**src/design/pin_mux_pkg.sv**
```systemverilog
// constants shared by the port and system bus pin multiplexer
`default_nettype none
package pin_mux_pkg;
	// port widths
	localparam int D_W = 8;
	localparam int G_W = 5;
	localparam int J_W = 8;
	localparam int ADDR_W = 12;
	// register byte offsets
	localparam logic [ADDR_W-1:0] OFF_D_PINS = 12'h000;
	localparam logic [ADDR_W-1:0] OFF_D_LAT = 12'h004;
	localparam logic [ADDR_W-1:0] OFF_D_DIR = 12'h008;
	localparam logic [ADDR_W-1:0] OFF_G_PINS = 12'h00c;
	localparam logic [ADDR_W-1:0] OFF_G_LAT = 12'h010;
	localparam logic [ADDR_W-1:0] OFF_G_DIR = 12'h014;
	localparam logic [ADDR_W-1:0] OFF_J_PINS = 12'h018;
	localparam logic [ADDR_W-1:0] OFF_J_LAT = 12'h01c;
	localparam logic [ADDR_W-1:0] OFF_J_DIR = 12'h020;
	localparam logic [ADDR_W-1:0] OFF_BUS_CTRL = 12'h024;
	// external_bus_control fields
	localparam int EBC_DISABLE_BIT = 7;
	localparam int EBC_PGM_SEL_BIT = 6;
	localparam int EBC_WAIT_LSB = 4;
	localparam int EBC_WM_LSB = 0;
	localparam logic [7:0] EBC_WRITE_MASK = 8'hf3;
	localparam logic [7:0] EBC_RESET = 8'h00;
	// control_signal_port bit roles
	localparam int CTL_ALE_BIT = 0;
	localparam int CTL_OE_BIT = 1;
	localparam int CTL_WRL_BIT = 2;
	localparam int CTL_WRH_BIT = 3;
	localparam int CTL_BA0_BIT = 4;
	// reset values of latch and direction
	localparam logic [7:0] LAT_RESET = 8'h00;
	localparam logic [7:0] DIR_RESET = 8'hff;
endpackage : pin_mux_pkg
`default_nettype wire

```
**src/design/port_regs_if.sv**
```systemverilog
// register strobes and readback between the bus slave and one port
`default_nettype none
interface port_regs_if #(parameter int W = 8);
	logic wr_latch;
	logic wr_dir;
	logic [W-1:0] wdata;
	logic [W-1:0] latch;
	logic [W-1:0] dir;
	logic [W-1:0] level;
	modport ctrl (output wr_latch, output wr_dir, output wdata, input latch, input dir, input level);
	modport port (input wr_latch, input wr_dir, input wdata, output latch, output dir, output level);
endinterface : port_regs_if
`default_nettype wire

```
**src/design/pin_sync.sv**
```systemverilog
// three-stage pin synchroniser, a change counts once stages two and three agree
`default_nettype none
module pin_sync #(parameter int W = 8) (
	input wire logic clk, // core clock
	input wire logic rstn, // async reset, active low
	input wire logic [W-1:0] pin_in, // raw pin levels
	output logic [W-1:0] level // filtered levels
);
	typedef struct packed {
		logic [W-1:0] s1;
		logic [W-1:0] s2;
		logic [W-1:0] s3;
		logic [W-1:0] lvl;
	} state_type;
	state_type q, d;

	// stage one feeds only stage two
	always_comb begin
		d = q;
		d.s1 = pin_in;
		d.s2 = q.s1;
		d.s3 = q.s2;
		d.lvl = (q.s2 & q.s3) | (q.lvl & (q.s2 ^ q.s3));
	end

	always_ff @(posedge clk or negedge rstn) begin
		if (!rstn) begin
			q <= '0;
		end else begin
			q <= d;
		end
	end

	assign level = q.lvl;
endmodule : pin_sync
`default_nettype wire

```
**src/design/io_port.sv**
```systemverilog
// one bidirectional port: latch, direction and bus/io output select
`default_nettype none
module io_port
	import pin_mux_pkg::*;
#(parameter int W = 8) (
	input wire logic clk, // core clock
	input wire logic rstn, // power-on / brown-out reset, active low
	input wire logic other_reset, // any other reset, sync, active high
	port_regs_if.port regs, // register strobes and readback
	input wire logic [W-1:0] bus_sel, // 1 = pin serves the system bus
	input wire logic [W-1:0] bus_out, // bus value to drive
	input wire logic [W-1:0] bus_oe, // bus wants to drive
	input wire logic [W-1:0] pin_in, // pin level
	output logic [W-1:0] pin_out, // pin drive value
	output logic [W-1:0] pin_oe_n // low while driving the pin
);
	typedef struct packed {
		logic [W-1:0] lat;
		logic [W-1:0] dir;
		logic [W-1:0] out;
		logic [W-1:0] oe_n;
	} state_type;
	state_type q, d;

	pin_sync #(.W(W)) sync_i (
		.clk(clk),
		.rstn(rstn),
		.pin_in(pin_in),
		.level(regs.level)
	);

	// bus function never touches latch or direction, so io state survives
	always_comb begin
		d = q;
		if (regs.wr_latch) begin
			d.lat = regs.wdata;
		end
		if (other_reset) begin
			d.dir = '1;
		end else if (regs.wr_dir) begin
			d.dir = regs.wdata;
		end
		d.out = (bus_sel & bus_out) | (~bus_sel & q.lat);
		d.oe_n = (bus_sel & ~bus_oe) | (~bus_sel & q.dir);
	end

	// latch is left alone by other resets
	always_ff @(posedge clk or negedge rstn) begin
		if (!rstn) begin
			q.lat <= LAT_RESET[W-1:0];
			q.dir <= DIR_RESET[W-1:0];
			q.out <= '0;
			q.oe_n <= '1;
		end else begin
			q <= d;
		end
	end

	assign regs.latch = q.lat;
	assign regs.dir = q.dir;
	assign pin_out = q.out;
	assign pin_oe_n = q.oe_n;

	chk_dir_sets_oe: assert property (@(posedge clk) disable iff (!rstn)
		rstn |=> ((pin_oe_n & ~$past(bus_sel)) == ($past(q.dir) & ~$past(bus_sel))))
		else $error("io pin enable does not follow direction");
	chk_latch_on_pin: assert property (@(posedge clk) disable iff (!rstn)
		rstn |=> ((pin_out & ~$past(bus_sel)) == ($past(q.lat) & ~$past(bus_sel))))
		else $error("io pin value does not follow latch");
	chk_bus_on_pin: assert property (@(posedge clk) disable iff (!rstn)
		rstn |=> ((pin_out & $past(bus_sel)) == ($past(bus_out) & $past(bus_sel))))
		else $error("bus pin value not from bus");
	chk_latch_holds: assert property (@(posedge clk) disable iff (!rstn)
		!regs.wr_latch |=> $stable(q.lat))
		else $error("latch changed without a write");
	chk_other_reset_dir: assert property (@(posedge clk) disable iff (!rstn)
		other_reset |=> (q.dir == '1))
		else $error("direction not all ones after reset");
endmodule : io_port
`default_nettype wire

```
**src/design/port_bus_pin_mux.sv**
```systemverilog
// apb register slave and pin function selection for the three bus ports
//
// Local design decisions: the APB slave port and the register addresses.
`default_nettype none
module port_bus_pin_mux
	import pin_mux_pkg::*;
(
	input wire logic pclk, // core clock, 10 MHz
	input wire logic presetn, // power-on / brown-out reset
	input wire logic other_reset, // any other reset, sync, active high
	input wire logic [ADDR_W-1:0] paddr, // apb byte address
	input wire logic psel, // apb select
	input wire logic penable, // apb access phase
	input wire logic pwrite, // apb write
	input wire logic [31:0] pwdata, // apb write data
	output logic [31:0] prdata, // apb read data
	output logic pready, // apb ready
	output logic pslverr, // apb error on unmapped address
	input wire logic bus_8bit_mode, // 1 = 8-bit bus mode
	input wire logic exec_internal, // 1 = running from internal program ram
	input wire logic [D_W-1:0] bus_ad_out, // address/data from bus engine
	input wire logic bus_ad_oe, // bus engine drives address/data
	input wire logic [G_W-1:0] bus_ctl_out, // bus control strobes
	input wire logic [J_W-1:0] bus_data_out, // data from bus engine
	input wire logic bus_data_oe, // bus engine drives data
	output logic [D_W-1:0] bus_ad_in, // filtered address/data pin levels
	output logic [J_W-1:0] bus_data_in, // filtered data pin levels
	output logic program_select_bit, // memory control field
	output logic [1:0] wait_states, // memory control field
	output logic [1:0] write_mode_select, // memory control field
	input wire logic [D_W-1:0] ad_pin_in, // addr_data_port pins in
	output logic [D_W-1:0] ad_pin_out, // addr_data_port pins out
	output logic [D_W-1:0] ad_pin_oe_n, // addr_data_port enables
	input wire logic [G_W-1:0] ctl_pin_in, // control_signal_port pins in
	output logic [G_W-1:0] ctl_pin_out, // control_signal_port pins out
	output logic [G_W-1:0] ctl_pin_oe_n, // control_signal_port enables
	input wire logic [J_W-1:0] db_pin_in, // data_bus_port pins in
	output logic [J_W-1:0] db_pin_out, // data_bus_port pins out
	output logic [J_W-1:0] db_pin_oe_n // data_bus_port enables
);
	typedef struct packed {
		logic [7:0] ebc;
		logic [31:0] rdata;
		logic ready;
		logic err;
	} state_type;
	state_type q, d;

	port_regs_if #(.W(D_W)) d_if ();
	port_regs_if #(.W(G_W)) g_if ();
	port_regs_if #(.W(J_W)) j_if ();

	logic bus_on;
	logic wrh_io;
	logic [D_W-1:0] d_sel;
	logic [G_W-1:0] g_sel;
	logic [J_W-1:0] j_sel;
	logic access;
	logic wr_ok;
	logic mapped;
	logic [31:0] rd_mux;

	// function select: bus owns pins unless disabled while running internally, data port only in 8-bit mode, wrh pin freed in 8-bit external mode
	always_comb begin
		bus_on = !(q.ebc[EBC_DISABLE_BIT] && exec_internal);
		wrh_io = bus_8bit_mode && !exec_internal;
		d_sel = {D_W{bus_on}};
		j_sel = {J_W{bus_on && bus_8bit_mode}};
		g_sel = {G_W{bus_on}} & ~(G_W'(wrh_io) << CTL_WRH_BIT);
	end

	// apb decode; one wait state gives a registered read path
	always_comb begin
		access = psel && penable;
		mapped = 1'b1;
		rd_mux = 32'h0000_0000;
		case (paddr)
			OFF_D_PINS: rd_mux = 32'(d_if.level);
			OFF_D_LAT: rd_mux = 32'(d_if.latch);
			OFF_D_DIR: rd_mux = 32'(d_if.dir);
			OFF_G_PINS: rd_mux = 32'(g_if.level);
			OFF_G_LAT: rd_mux = 32'(g_if.latch);
			OFF_G_DIR: rd_mux = 32'(g_if.dir);
			OFF_J_PINS: rd_mux = 32'(j_if.level);
			OFF_J_LAT: rd_mux = 32'(j_if.latch);
			OFF_J_DIR: rd_mux = 32'(j_if.dir);
			OFF_BUS_CTRL: rd_mux = 32'(q.ebc);
			default: mapped = 1'b0;
		endcase
		wr_ok = access && pwrite && q.ready && mapped;
	end

	// register strobes towards the ports, taken at the edge pready is high
	always_comb begin
		d_if.wr_latch = wr_ok && (paddr == OFF_D_PINS || paddr == OFF_D_LAT);
		d_if.wr_dir = wr_ok && (paddr == OFF_D_DIR);
		d_if.wdata = pwdata[D_W-1:0];
		g_if.wr_latch = wr_ok && (paddr == OFF_G_PINS || paddr == OFF_G_LAT);
		g_if.wr_dir = wr_ok && (paddr == OFF_G_DIR);
		g_if.wdata = pwdata[G_W-1:0];
		j_if.wr_latch = wr_ok && (paddr == OFF_J_PINS || paddr == OFF_J_LAT);
		j_if.wr_dir = wr_ok && (paddr == OFF_J_DIR);
		j_if.wdata = pwdata[J_W-1:0];
	end

	// next state of the slave and the bus control register
	always_comb begin
		d = q;
		d.ready = access && !q.ready;
		if (access && !q.ready) begin
			d.rdata = pwrite ? 32'h0000_0000 : rd_mux;
			d.err = !mapped;
		end else begin
			d.err = 1'b0;
		end
		if (other_reset) begin
			d.ebc = EBC_RESET;
		end else if (wr_ok && paddr == OFF_BUS_CTRL) begin
			d.ebc = pwdata[7:0] & EBC_WRITE_MASK;
		end
	end

	always_ff @(posedge pclk or negedge presetn) begin
		if (!presetn) begin
			q.ebc <= EBC_RESET;
			q.rdata <= 32'h0000_0000;
			q.ready <= 1'b0;
			q.err <= 1'b0;
		end else begin
			q <= d;
		end
	end

	// address/data port, bus bit n on pin n
	io_port #(.W(D_W)) ad_port_i (
		.clk(pclk),
		.rstn(presetn),
		.other_reset(other_reset),
		.regs(d_if),
		.bus_sel(d_sel),
		.bus_out(bus_ad_out),
		.bus_oe({D_W{bus_ad_oe}}),
		.pin_in(ad_pin_in),
		.pin_out(ad_pin_out),
		.pin_oe_n(ad_pin_oe_n)
	);

	// five control pins, strobes are always driven when bus-owned
	io_port #(.W(G_W)) ctl_port_i (
		.clk(pclk),
		.rstn(presetn),
		.other_reset(other_reset),
		.regs(g_if),
		.bus_sel(g_sel),
		.bus_out(bus_ctl_out),
		.bus_oe({G_W{1'b1}}),
		.pin_in(ctl_pin_in),
		.pin_out(ctl_pin_out),
		.pin_oe_n(ctl_pin_oe_n)
	);

	// demultiplexed data port, used by the bus in 8-bit mode only
	io_port #(.W(J_W)) db_port_i (
		.clk(pclk),
		.rstn(presetn),
		.other_reset(other_reset),
		.regs(j_if),
		.bus_sel(j_sel),
		.bus_out(bus_data_out),
		.bus_oe({J_W{bus_data_oe}}),
		.pin_in(db_pin_in),
		.pin_out(db_pin_out),
		.pin_oe_n(db_pin_oe_n)
	);

	assign prdata = q.rdata;
	assign pready = q.ready;
	assign pslverr = q.err;
	assign bus_ad_in = d_if.level;
	assign bus_data_in = j_if.level;
	assign program_select_bit = q.ebc[EBC_PGM_SEL_BIT];
	assign wait_states = q.ebc[EBC_WAIT_LSB +: 2];
	assign write_mode_select = q.ebc[EBC_WM_LSB +: 2];

	chk_wrh_freed: assert property (@(posedge pclk) disable iff (!presetn)
		(bus_8bit_mode && !exec_internal) |-> (g_sel == 5'h17))
		else $error("high write strobe pin not freed in 8-bit external mode");
	chk_ctl_io_cause: assert property (@(posedge pclk) disable iff (!presetn)
		(g_sel == 5'h00) |-> (q.ebc[EBC_DISABLE_BIT] && exec_internal))
		else $error("control pins left the bus without cause");
	chk_data_8bit: assert property (@(posedge pclk) disable iff (!presetn)
		(|j_sel) |-> (bus_8bit_mode && !(q.ebc[EBC_DISABLE_BIT] && exec_internal)))
		else $error("data port on bus outside 8-bit mode");
	chk_reset_bus_on: assert property (@(posedge pclk) disable iff (!presetn)
		other_reset |=> (bus_on || !exec_internal) ##0 !q.ebc[EBC_DISABLE_BIT])
		else $error("bus disable not cleared by reset");
	chk_pin_read: assert property (@(posedge pclk) disable iff (!presetn)
		(access && !q.ready && !pwrite && paddr == OFF_D_PINS)
		|=> (pready && prdata == 32'($past(d_if.level))))
		else $error("pin register read does not return pin levels");
	chk_one_wait: assert property (@(posedge pclk) disable iff (!presetn)
		(access && !q.ready) |=> pready ##1 !pready)
		else $error("apb answer not after exactly one wait state");
endmodule : port_bus_pin_mux
`default_nettype wire

```
**config.mk**
```make
export PLATFORM = sky130hd
export DESIGN_NAME = port_bus_pin_mux
export DESIGN_NICKNAME = d
export VERILOG_FILES = /design/src/design/pin_mux_pkg.sv /design/src/design/port_regs_if.sv /design/src/design/pin_sync.sv /design/src/design/io_port.sv /design/src/design/port_bus_pin_mux.sv
export SDC_FILE = /design/constraint.sdc
export NUM_CORES = 1
export LEC_CHECK = 0
export BUFFER_PORTS_ARGS = -buffer_cell sky130_fd_sc_hd__buf_4
export CAP_MARGIN = 20
export CORE_MARGIN = 5
export CORE_UTILIZATION = 48
export CTS_CLUSTER_SIZE = 28
export DETAILED_ROUTE_END_ITERATION = 16
export PLACE_DENSITY = 0.74
export SKIP_LAST_GASP = 1
export SYNTH_ARGS = -nofsm -noshare
export SYNTH_HDL_FRONTEND = slang
export SYNTH_HIERARCHICAL = 1
export SYNTH_SLANG_ARGS = --single-unit
```
**constraint.sdc**
```tcl
create_clock -name pclk -period 2 [get_ports pclk]
set_input_delay 0.2 -clock pclk [delete_from_list [all_inputs] [get_ports pclk]]
set_output_delay 0.2 -clock pclk [all_outputs]
set_load 0.01 [all_outputs]
```
==> impl_metrics.tcl, run 1 <==
set metrics [dict create \
    status "completed" \
    period_share_pct 81.7 \
    finalSetupTns_ps 0 \
    clock_latency_ps 420 \
    grt_busiest_layer "met2" \
    hold_buffers 37 \
    critPathRequiredTime_ps 2300 \
    synth.distinct_cells 47 \
    arrival_ps 1940 \
    yosysMostFrequentCell "dfrtp_1" \
    cts_max_path_buffers 2 \
    cts_resized 0 \
    p_leak_nw 4.85 \
    cts_tree "yes" \
    fp-row-count 46 \
    cp_cell_sequence "nand4_1, nor4_2, buf_4, mux2_2" \
    period_minus_slack_ps 1630 \
    yosys.area.top_type_share_pct 45.9 \
    finalSetupViolations 0 \
    yosys-top-cells-area "dfrtp_1, dfstp_2, buf_4" \
    die_w_um 137 \
    yosysWarnings 6 \
    io_pins 193 \
    coreArea_mm2 0.0158 \
    tightestPinTransition_ps 537 \
    initial_core_util_pct 48.9 \
    grt_pass1_wl_mm 29.0 \
    layout_setup_ws_ps 367 \
    max_slew_margin_pct 63.8 \
    synth_edf_count 0 \
    fin_util_pct 62.0 \
    vias 4997 \
    gp_congestion 0.882 \
    post-cts-setup-buffers 0 \
    cp-end-kind "flip-flop" \
    detail-route-antenna-nets 0 \
    clkSlewWorstSetupHoldPaths_ps 70 \
    cp_max_fo 5 \
    grt_start_max_net_pins 58 \
    worst_hold_slack_ps 17.9 \
    firstDrtPassIters 5 \
    crit_path_max_incr_delay_ps 390 \
    synth_area_mm2 0.00773 \
    yosys-top-cells-count "dfrtp_1, buf_4, dfstp_2, mux2i_1, nand2_1" \
    seq_area_frac_synth_pct 60.2 \
    finalMaxSlewViolations 0 \
    yosys.area_share.simple_pct 6.47 \
    wl_mm 18.7 \
    syn_area_per_cell_um2 13.6 \
    rsz0062_at_grt "false" \
    hold_viol 0 \
    area_growth_pct 26.9 \
    hp-class "in2reg" \
    synth_top_cell_by_area "dfrtp_1" \
    cp-start-kind "flip-flop" \
    portBuffers 144 \
    synth_compound_area_share_pct 7.36 \
    grt_use_total_pct 20.6 \
    root_buffer "clkbuf_16" \
    synth_top_family_by_area "multiplexers" \
    met1_usage_pct 27.0 \
    drive_above_1_share_pct 40.0 \
    drv_cap 0 \
    die_area_mm2 0.0188 \
    synth-xor-area-share_pct 0 \
    antenna_found_initial 0 \
    grt_remaining_overflow 0 \
    antenna_cells 0 \
    ys.flop_type "dfrtp_1" \
    finalClockSkew_ps 8.03 \
    grt_pass1_vias 5248 \
    async_reset_ff_share_pct 100 \
    synthAdderAreaFrac_pct 3.40 \
    synth_cells 569 \
    cts_buffers 17 \
    yosys_register_bits 184 \
    die_h_um 137 \
    vias_per_cell 5.14 \
    clock-sinks 184 \
    vdd_drop_max_mv 0.537 \
    criticalPathCategory "reg2reg" \
    htreeDepth 4 \
    powerDensity_mw_per_mm2 805 \
    nets 861 \
    grtUsageMet3_pct 4.34 \
    wire_per_inst_um 19.3 \
    power_w 0.00790 \
    synth_mux_area_share_pct 14.0 \
    drt_iter0_drc 302 \
    drcViolationCount 0 \
    fmax_mhz 612 \
    crit_slowest_cell "dfrtp_1" \
    use_met2_pct 33.7 \
    pre_cts_ws_ps 215 \
    hpwl_mm 13.4 \
]
cells in the final DEF (no fill, tap or decap), types with 21 or more instances in the layout:
master         count
a21o_1            21
buf_4            163
conb_1            29
dfrtp_1          142
dfstp_2           42
dlygate4sd3_1     38
ha_1              21
inv_1             26
mux2_2            26
mux2i_1           37
nand2_1           35
o211ai_1          23
stage by stage:
stage	area, µm²	instances
detailed placement	8880	903
CTS	9800	972
floorplan	7850	596
finish	9810	973
global route	9810	973
global placement	8880	903
state kept, by name (all words and copies together), names as in the netlist, 8 cells and up:
signal                  flops
ad_port_i/regs.latch        8
ad_port_i/sync_i/level      8
db_port_i/sync_i/d         16
ctl_port_i/sync_i/d        10
db_port_i/regs.dir          8
db_port_i/sync_i/q          8
ad_port_i/pin_out           8
db_port_i/pin_oe_n          8
prdata                      8
ad_port_i/regs.dir          8
db_port_i/pin_out           8
ad_port_i/sync_i/d         16
ad_port_i/sync_i/q          8
db_port_i/regs.latch        8
db_port_i/sync_i/level      8
ad_port_i/pin_oe_n          8
worst max-delay path: cells and delay by family (launching register included):
family        cells  cell delay [ps]
buf+inv           1              200
flops             1              390
mux               1              350
simple gates      2              580
routing by layer:
layer,up-vias,share of wire (%)
met5,-,0
met4,0,2.7
met3,31,5.2
met2,159,50
met1,2539,42
li1,2268,-
final timing paths:
kind,to,depth (start not counted),slack [ps],from
max in group asynchronous,ad_port_i/pin_oe_n[3],3,980,presetn
max reg2reg,ctl_port_i/regs.latch[1],4,370,pready
min in group asynchronous,ctl_port_i/sync_i/d[10],2,300,presetn
max,ctl_port_i/regs.latch[1],4,370,pready
min reg2reg,db_port_i/sync_i/d[9],0,340,db_port_i/sync_i/d[17]
min,ad_port_i/pin_out[1],2,20,bus_ad_out[1]
logic make-up after synthesis:
group           count (synthesis)
fa+ha+maj                      21
mux                            87
flops                         184
compound gates                 81
simple gates                   92
buf+inv                       102
other cells                     2
cell type report:
cell class                 instances  area [µm²]
clock buffer                      18         439
fill                            1232        6020
inverter                          26        97.6
clock inverter                    14         114
timing repair buffer             205        1680
multi-input combinational        310        2560
sequential                       184        4660
tap                              216         270
power by group:
| group | total, W | switching, W | internal [W] |
|---|---|---|---|
| clock network | 0.00312 | 0.00147 | 0.00165 |
| logic | 0.000786 | 0.000391 | 0.000395 |
| registers | 0.00399 | 0.0000912 | 0.00390 |
| total | 0.00790 | 0.00195 | 0.00595 |
Note: power is estimated with default switching activity, not from simulation.
==> inputs of run 2 (changes only) <==
==> constraint.sdc (replaced) <==
create_clock -name pclk -period 1.4 [get_ports pclk]
set_input_delay 0.14 -clock pclk [delete_from_list [all_inputs] [get_ports pclk]]
set_output_delay 0.14 -clock pclk [all_outputs]
set_load 0.01 [all_outputs]
==> impl_metrics.tcl, run 2 (synthesis results as in run 1) <==
set metrics [dict create \
    drt_iter0_drc 342 \
    grt_remaining_overflow 0 \
    gp_congestion 0.901 \
    area_growth_pct 38.0 \
    critPathRequiredTime_ps 1710 \
    finalSetupViolations 24 \
    design_area_mm2 0.0107 \
    met1_usage_pct 30.9 \
    period_minus_slack_ps 1550 \
    hold_start "pwdata[2]" \
    die_area_mm2 0.0188 \
    violations "setup timing" \
    status "finished, violations left" \
    antenna_cells 0 \
    antenna_found_initial 0 \
    clkSlewWorstSetupHoldPaths_ps 70 \
    clock-sinks 184 \
    nets 931 \
    grtUsageMet3_pct 4.49 \
    p_leak_nw 5.28 \
    fp-row-count 46 \
    rsz0062_at_grt "true" \
    drive_above_1_share_pct 46.8 \
    drcViolationCount 0 \
    pwr-share-clk_pct 41.5 \
    wire_per_inst_um 19.6 \
    die_h_um 137 \
    grt_pass1_wl_mm 31.7 \
    pwr-share-seq_pct 47.6 \
    cts_max_path_buffers 2 \
    vdd_drop_max_mv 0.828 \
    powerDensity_mw_per_mm2 1120 \
    worst-r2r-cell-count 4 \
    coreArea_mm2 0.0158 \
    io_pins 193 \
    layout_setup_ws_ps -150 \
    final_cell_mix "buf_4, dfrtp_1, dlygate4sd3_1" \
    p_switching_w 0.00275 \
    grt_start_max_net_pins 44 \
    wl_mm 20.5 \
    pre_cts_ws_ps -383 \
    cp_max_fo 2 \
    initial_core_util_pct 48.9 \
    vias 5263 \
    die_w_um 137 \
    fmax_mhz 645 \
    cts_buffers 17 \
    grt_busiest_layer "met2" \
    use_met2_pct 36.9 \
    clock_latency_ps 430 \
    cp-end-kind "flip-flop" \
    crit_start "ctl_port_i/regs.latch[4]" \
    fillCellCount 1134 \
    worstReg2RegStart "ctl_port_i/regs.latch[4]" \
    criticalPathCategory "reg2reg" \
    portBuffers 144 \
    grt_use_total_pct 22.7 \
    grt_pass1_vias 5661 \
    vias_per_cell 5.05 \
    finalMaxSlewViolations 0 \
    pwr-share-comb_pct 10.9 \
    finalClockSkew_ps 7.62 \
    root_buffer "clkbuf_16" \
    firstDrtPassIters 4 \
    drv_cap 0 \
    fin_util_pct 67.4 \
    dpl_cell_area_mm2 0.00932 \
    hp-class "in2reg" \
    period_share_pct 111 \
    layout_commonest_cell "buf_4" \
    cts_tree "yes" \
    detail-route-antenna-nets 0 \
    cp-start-kind "flip-flop" \
    holdPathStages 3 \
    hold_viol 0 \
    htreeDepth 4 \
    arrival_ps 1870 \
    hpwl_mm 14.8 \
    switching_share_pct 23.0 \
    p_int_w 0.00922 \
]
## run 2: cell types whose count changed in the layout (fill, tap and decap cells not counted), moves of 3 or more
cell | before | now
buf_4 | 163 | 210
buf_6 | 0 | 9
bufinv_16 | 0 | 3
clkbuf_1 | 0 | 3
clkinv_4 | 3 | 0
dlygate4sd3_1 | 38 | 50
mux2_2 | 26 | 21
mux2_4 | 16 | 21
nand2_1 | 35 | 22
nand2_2 | 1 | 13
nor3_4 | 1 | 4
nor4_4 | 0 | 4
## run 2: cell type report
class / count / area, µm² / area share (%)
well taps: 216 / 270 / 2.53
clock inverters: 10 / 139 / 1.30
repair buffers: 275 / 2260 / 21.2
inverters: 26 / 97.6 / 0.915
multi-input cells: 310 / 2770 / 26.0
flip-flops and latches: 184 / 4660 / 43.6
clock buffers: 22 / 475 / 4.46
## run 2: worst max-delay path, stage by stage, from the launching register on
cell	delay, ps
dfrtp_1	430
mux4_2	500
mux2i_2	210
nor4_1	90
a211o_1	220
## run 2: power groups by stage
stage / Clock, W / Combinational, W / Sequential [W]
finish: 0.00496 / 0.00131 / 0.00570
global route: 0.00530 / 0.00142 / 0.00572
CTS: 0.00507 / 0.00130 / 0.00570
detailed placement: 0 / 0.00116 / 0.00579
global placement: 0 / 0.00113 / 0.00578
floorplan: 0 / 0.000568 / 0.00577
## run 2: worst paths after layout
path | to | slack, ps
min in group asynchronous | db_port_i/sync_i/d[21] | 200
max in group asynchronous | ad_port_i/pin_oe_n[6] | 580
worst min-delay path | ctl_port_i/regs.dir[2] | 30
worst max register to register | prdata[4] | -150
worst max-delay path | prdata[4] | -150
worst min register to register | db_port_i/sync_i/d[9] | 350
## run 2: metrics by stage
| stage | TNS, ps | power, W | instances | hold WS (ps) |
|---|---|---|---|---|
| 6_report | -915 | 0.0120 | 1043 | 32.8 |
| 3_3_place_gp | -14560 | 0.00691 | 952 | 94.3 |
| 3_5_place_dp | -16080 | 0.00695 | 952 | 100 |
| 5_1_grt | -2000 | 0.0124 | 1043 | 17.1 |
| 2_1_floorplan | -3290 | 0.00634 | 596 | -156 |
| 4_1_cts | -970 | 0.0121 | 1039 | 12.2 |
## run 2: per-layer routing
metal	routed length, µm	part of all wire [%]	vias to the layer above
met5	0	0	-
met4	292	1.4	0
met3	1340	6.5	25
met2	10100	49	187
met1	8700	43	2640
li1	-	-	2411
## run 2: what timing repair did
action / CTS / global route
hold buffers: 50 / 0
pin swaps: 7 / 8
cloned: 3 / 0
buffers inserted: 2 / 4
gates resized for setup: 31 / 20
setup endpoints to repair: 48 / 48
endpoints found under the hold margin: 180 / 0
==> inputs of run 3 (changes only) <==
--- a/config.mk
+++ b/config.mk
@@ -7,10 +7,13 @@
 export LEC_CHECK = 0
 export BUFFER_PORTS_ARGS = -buffer_cell sky130_fd_sc_hd__buf_4
 export CAP_MARGIN = 20
+export CELL_PAD_IN_SITES_DETAIL_PLACEMENT = 0
+export CELL_PAD_IN_SITES_GLOBAL_PLACEMENT = 2
 export CORE_MARGIN = 5
-export CORE_UTILIZATION = 48
+export CORE_UTILIZATION = 32
 export CTS_CLUSTER_SIZE = 28
 export DETAILED_ROUTE_END_ITERATION = 16
+export GPL_TIMING_DRIVEN = 0
 export PLACE_DENSITY = 0.74
 export SKIP_LAST_GASP = 1
 export SYNTH_ARGS = -nofsm -noshare
==> impl_metrics.tcl, run 3 (synthesis results as in run 1) <==
set metrics [dict create \
    period_minus_slack_ps 1530 \
    hold_viol 0 \
    dpl_cell_area_mm2 0.00949 \
    stdcell_count 1166 \
    max_slew_margin_pct 65.4 \
    rrSetupSlack_ps -130 \
    drt_iter0_drc 267 \
    cts_buffers 17 \
    antenna_found_initial 0 \
    detail-route-antenna-nets 0 \
    crit_path_max_incr_delay_ps 510 \
    grt_pass1_vias 5674 \
    tightestPinTransition_ps 519 \
    rr_endpoint "prdata[4]" \
    area_growth_pct 43.2 \
    nets 951 \
    seq_area_mm2 0.00466 \
    cp_max_fo 2 \
    fillCellCount 2180 \
    powerDensity_mw_per_mm2 1070 \
    final_cell_mix "buf_4, dfrtp_1, dlygate4sd3_1" \
    fp-row-count 56 \
    multi_input_area_mm2 0.00285 \
    htreeDepth 4 \
    grt_pass1_wl_mm 33.4 \
    worstReg2RegStart "db_port_i/sync_i/level[4]" \
    io_pins 193 \
    p_leak_nw 5.43 \
    cp-start-kind "flip-flop" \
    die_w_um 165 \
    die_h_um 165 \
    finalClockSkew_ps 9.82 \
    finalMaxSlewViolations 0 \
    design_area_mm2 0.0111 \
    hold_start "pwdata[4]" \
    wl_mm 21.9 \
    grt_start_max_net_pins 95 \
    drcViolationCount 0 \
    vias 5234 \
    holdPathEnd "ad_port_i/regs.dir[4]" \
    violations "setup timing" \
    die_area_mm2 0.0274 \
    rsz0062_at_grt "true" \
    layout_setup_ws_ps -127 \
    clock-sinks 184 \
    drive_above_1_share_pct 50.4 \
    firstDrtPassIters 4 \
    cp-end-kind "flip-flop" \
    grt_remaining_overflow 0 \
    finalSetupViolations 28 \
    cts_max_path_buffers 2 \
    root_buffer "clkbuf_16" \
    clock_latency_ps 430 \
    drv_cap 0 \
    vdd_drop_max_mv 0.602 \
    fmax_mhz 655 \
    grt_use_total_pct 16.5 \
    criticalPathCategory "reg2reg" \
    critPathRequiredTime_ps 1710 \
    wire_per_inst_um 18.8 \
    period_share_pct 109 \
    hp-class "in2reg" \
    cp_num_buf_inv 0 \
    antenna_cells 0 \
    hpwl_mm 15.3 \
    initial_core_util_pct 32.8 \
    layout_commonest_cell "buf_4" \
    arrival_ps 1840 \
    cp_cell_sequence "mux4_2, mux2i_4, nor4_2, a211o_1" \
    fin_util_pct 46.9 \
    worst-r2r-cell-count 4 \
    vias_per_cell 4.49 \
    gp_congestion 0.893 \
    cts_tree "yes" \
    finalSetupTns_ps -1620 \
    crit_slowest_cell "mux4_2" \
    clkSlewWorstSetupHoldPaths_ps 70 \
    status "finished, violations left" \
    portBuffers 142 \
    place_inst 1058 \
    critPathTopFamily "multiplexers" \
    holdPathStages 3 \
    worst_hold_slack_ps 18.1 \
    coreArea_mm2 0.0236 \
]
-- run 3: layer usage --
layer / global-route usage [%] / vias up / routed length [µm]
li1: - / 2448 / -
met1: 22.4 / 2623 / 9710
met2: 26.5 / 146 / 10500
met3: 4.17 / 17 / 1480
met4: 3.86 / 0 / 252
met5: 0 / - / 0
-- run 3: worst register-to-register path, cell delays in order, from the launching register on --
cell and delay (ps):
dfrtp_1 390, mux4_2 510, mux2i_4 220, nor4_2 60, a211o_1 230
-- run 3: timing repair --
action,in CTS,in global routing
gates cloned,3,2
hold buffers,48,0
endpoints found under the setup margin,66,65
pin swaps,15,11
buffers inserted,26,5
gates resized for setup,39,43
endpoints found under the hold margin,130,0
-- run 3: cell type report --
| cell class | instances | area share (%) |
|---|---|---|
| flip-flops and latches | 184 | 42.1 |
| multi-input cells | 312 | 25.7 |
| repair buffers | 225 | 17.3 |
| plain buffers | 68 | 5.13 |
| clock buffers | 17 | 3.84 |
| well taps | 319 | 3.60 |
| clock inverters | 15 | 1.47 |
| inverters | 26 | 0.881 |
-- run 3: metrics by stage --
stage                     setup WS [ps]  total power [W]
after floorplan                    -175          0.00634
after global placement             -906          0.00699
after detailed placement           -637          0.00704
after CTS                          -153           0.0121
after global routing               -200           0.0124
final                              -127           0.0119
-- run 3: power breakdown --
group | internal, W | switching, W | total, W
registers | 0.00557 | 0.0000981 | 0.00567
logic | 0.000730 | 0.000681 | 0.00141
clock network | 0.00267 | 0.00216 | 0.00483
total | 0.00897 | 0.00294 | 0.0119
-- run 3: how the worst max path moves through the flow --
stage	slack [ps]	startpoint	to	cells after the start
2_1_floorplan	-180	paddr[2]	ctl_port_i/regs.latch[0]	7
3_3_place_gp	-910	presetn	db_port_i/sync_i/d[18]	1
3_5_place_dp	-640	paddr[7]	db_port_i/regs.dir[5]	8
4_1_cts	-150	db_port_i/sync_i/level[4]	prdata[4]	4
5_1_grt	-200	pready	ctl_port_i/regs.latch[3]	6
6_report	-130	db_port_i/sync_i/level[4]	prdata[4]	4
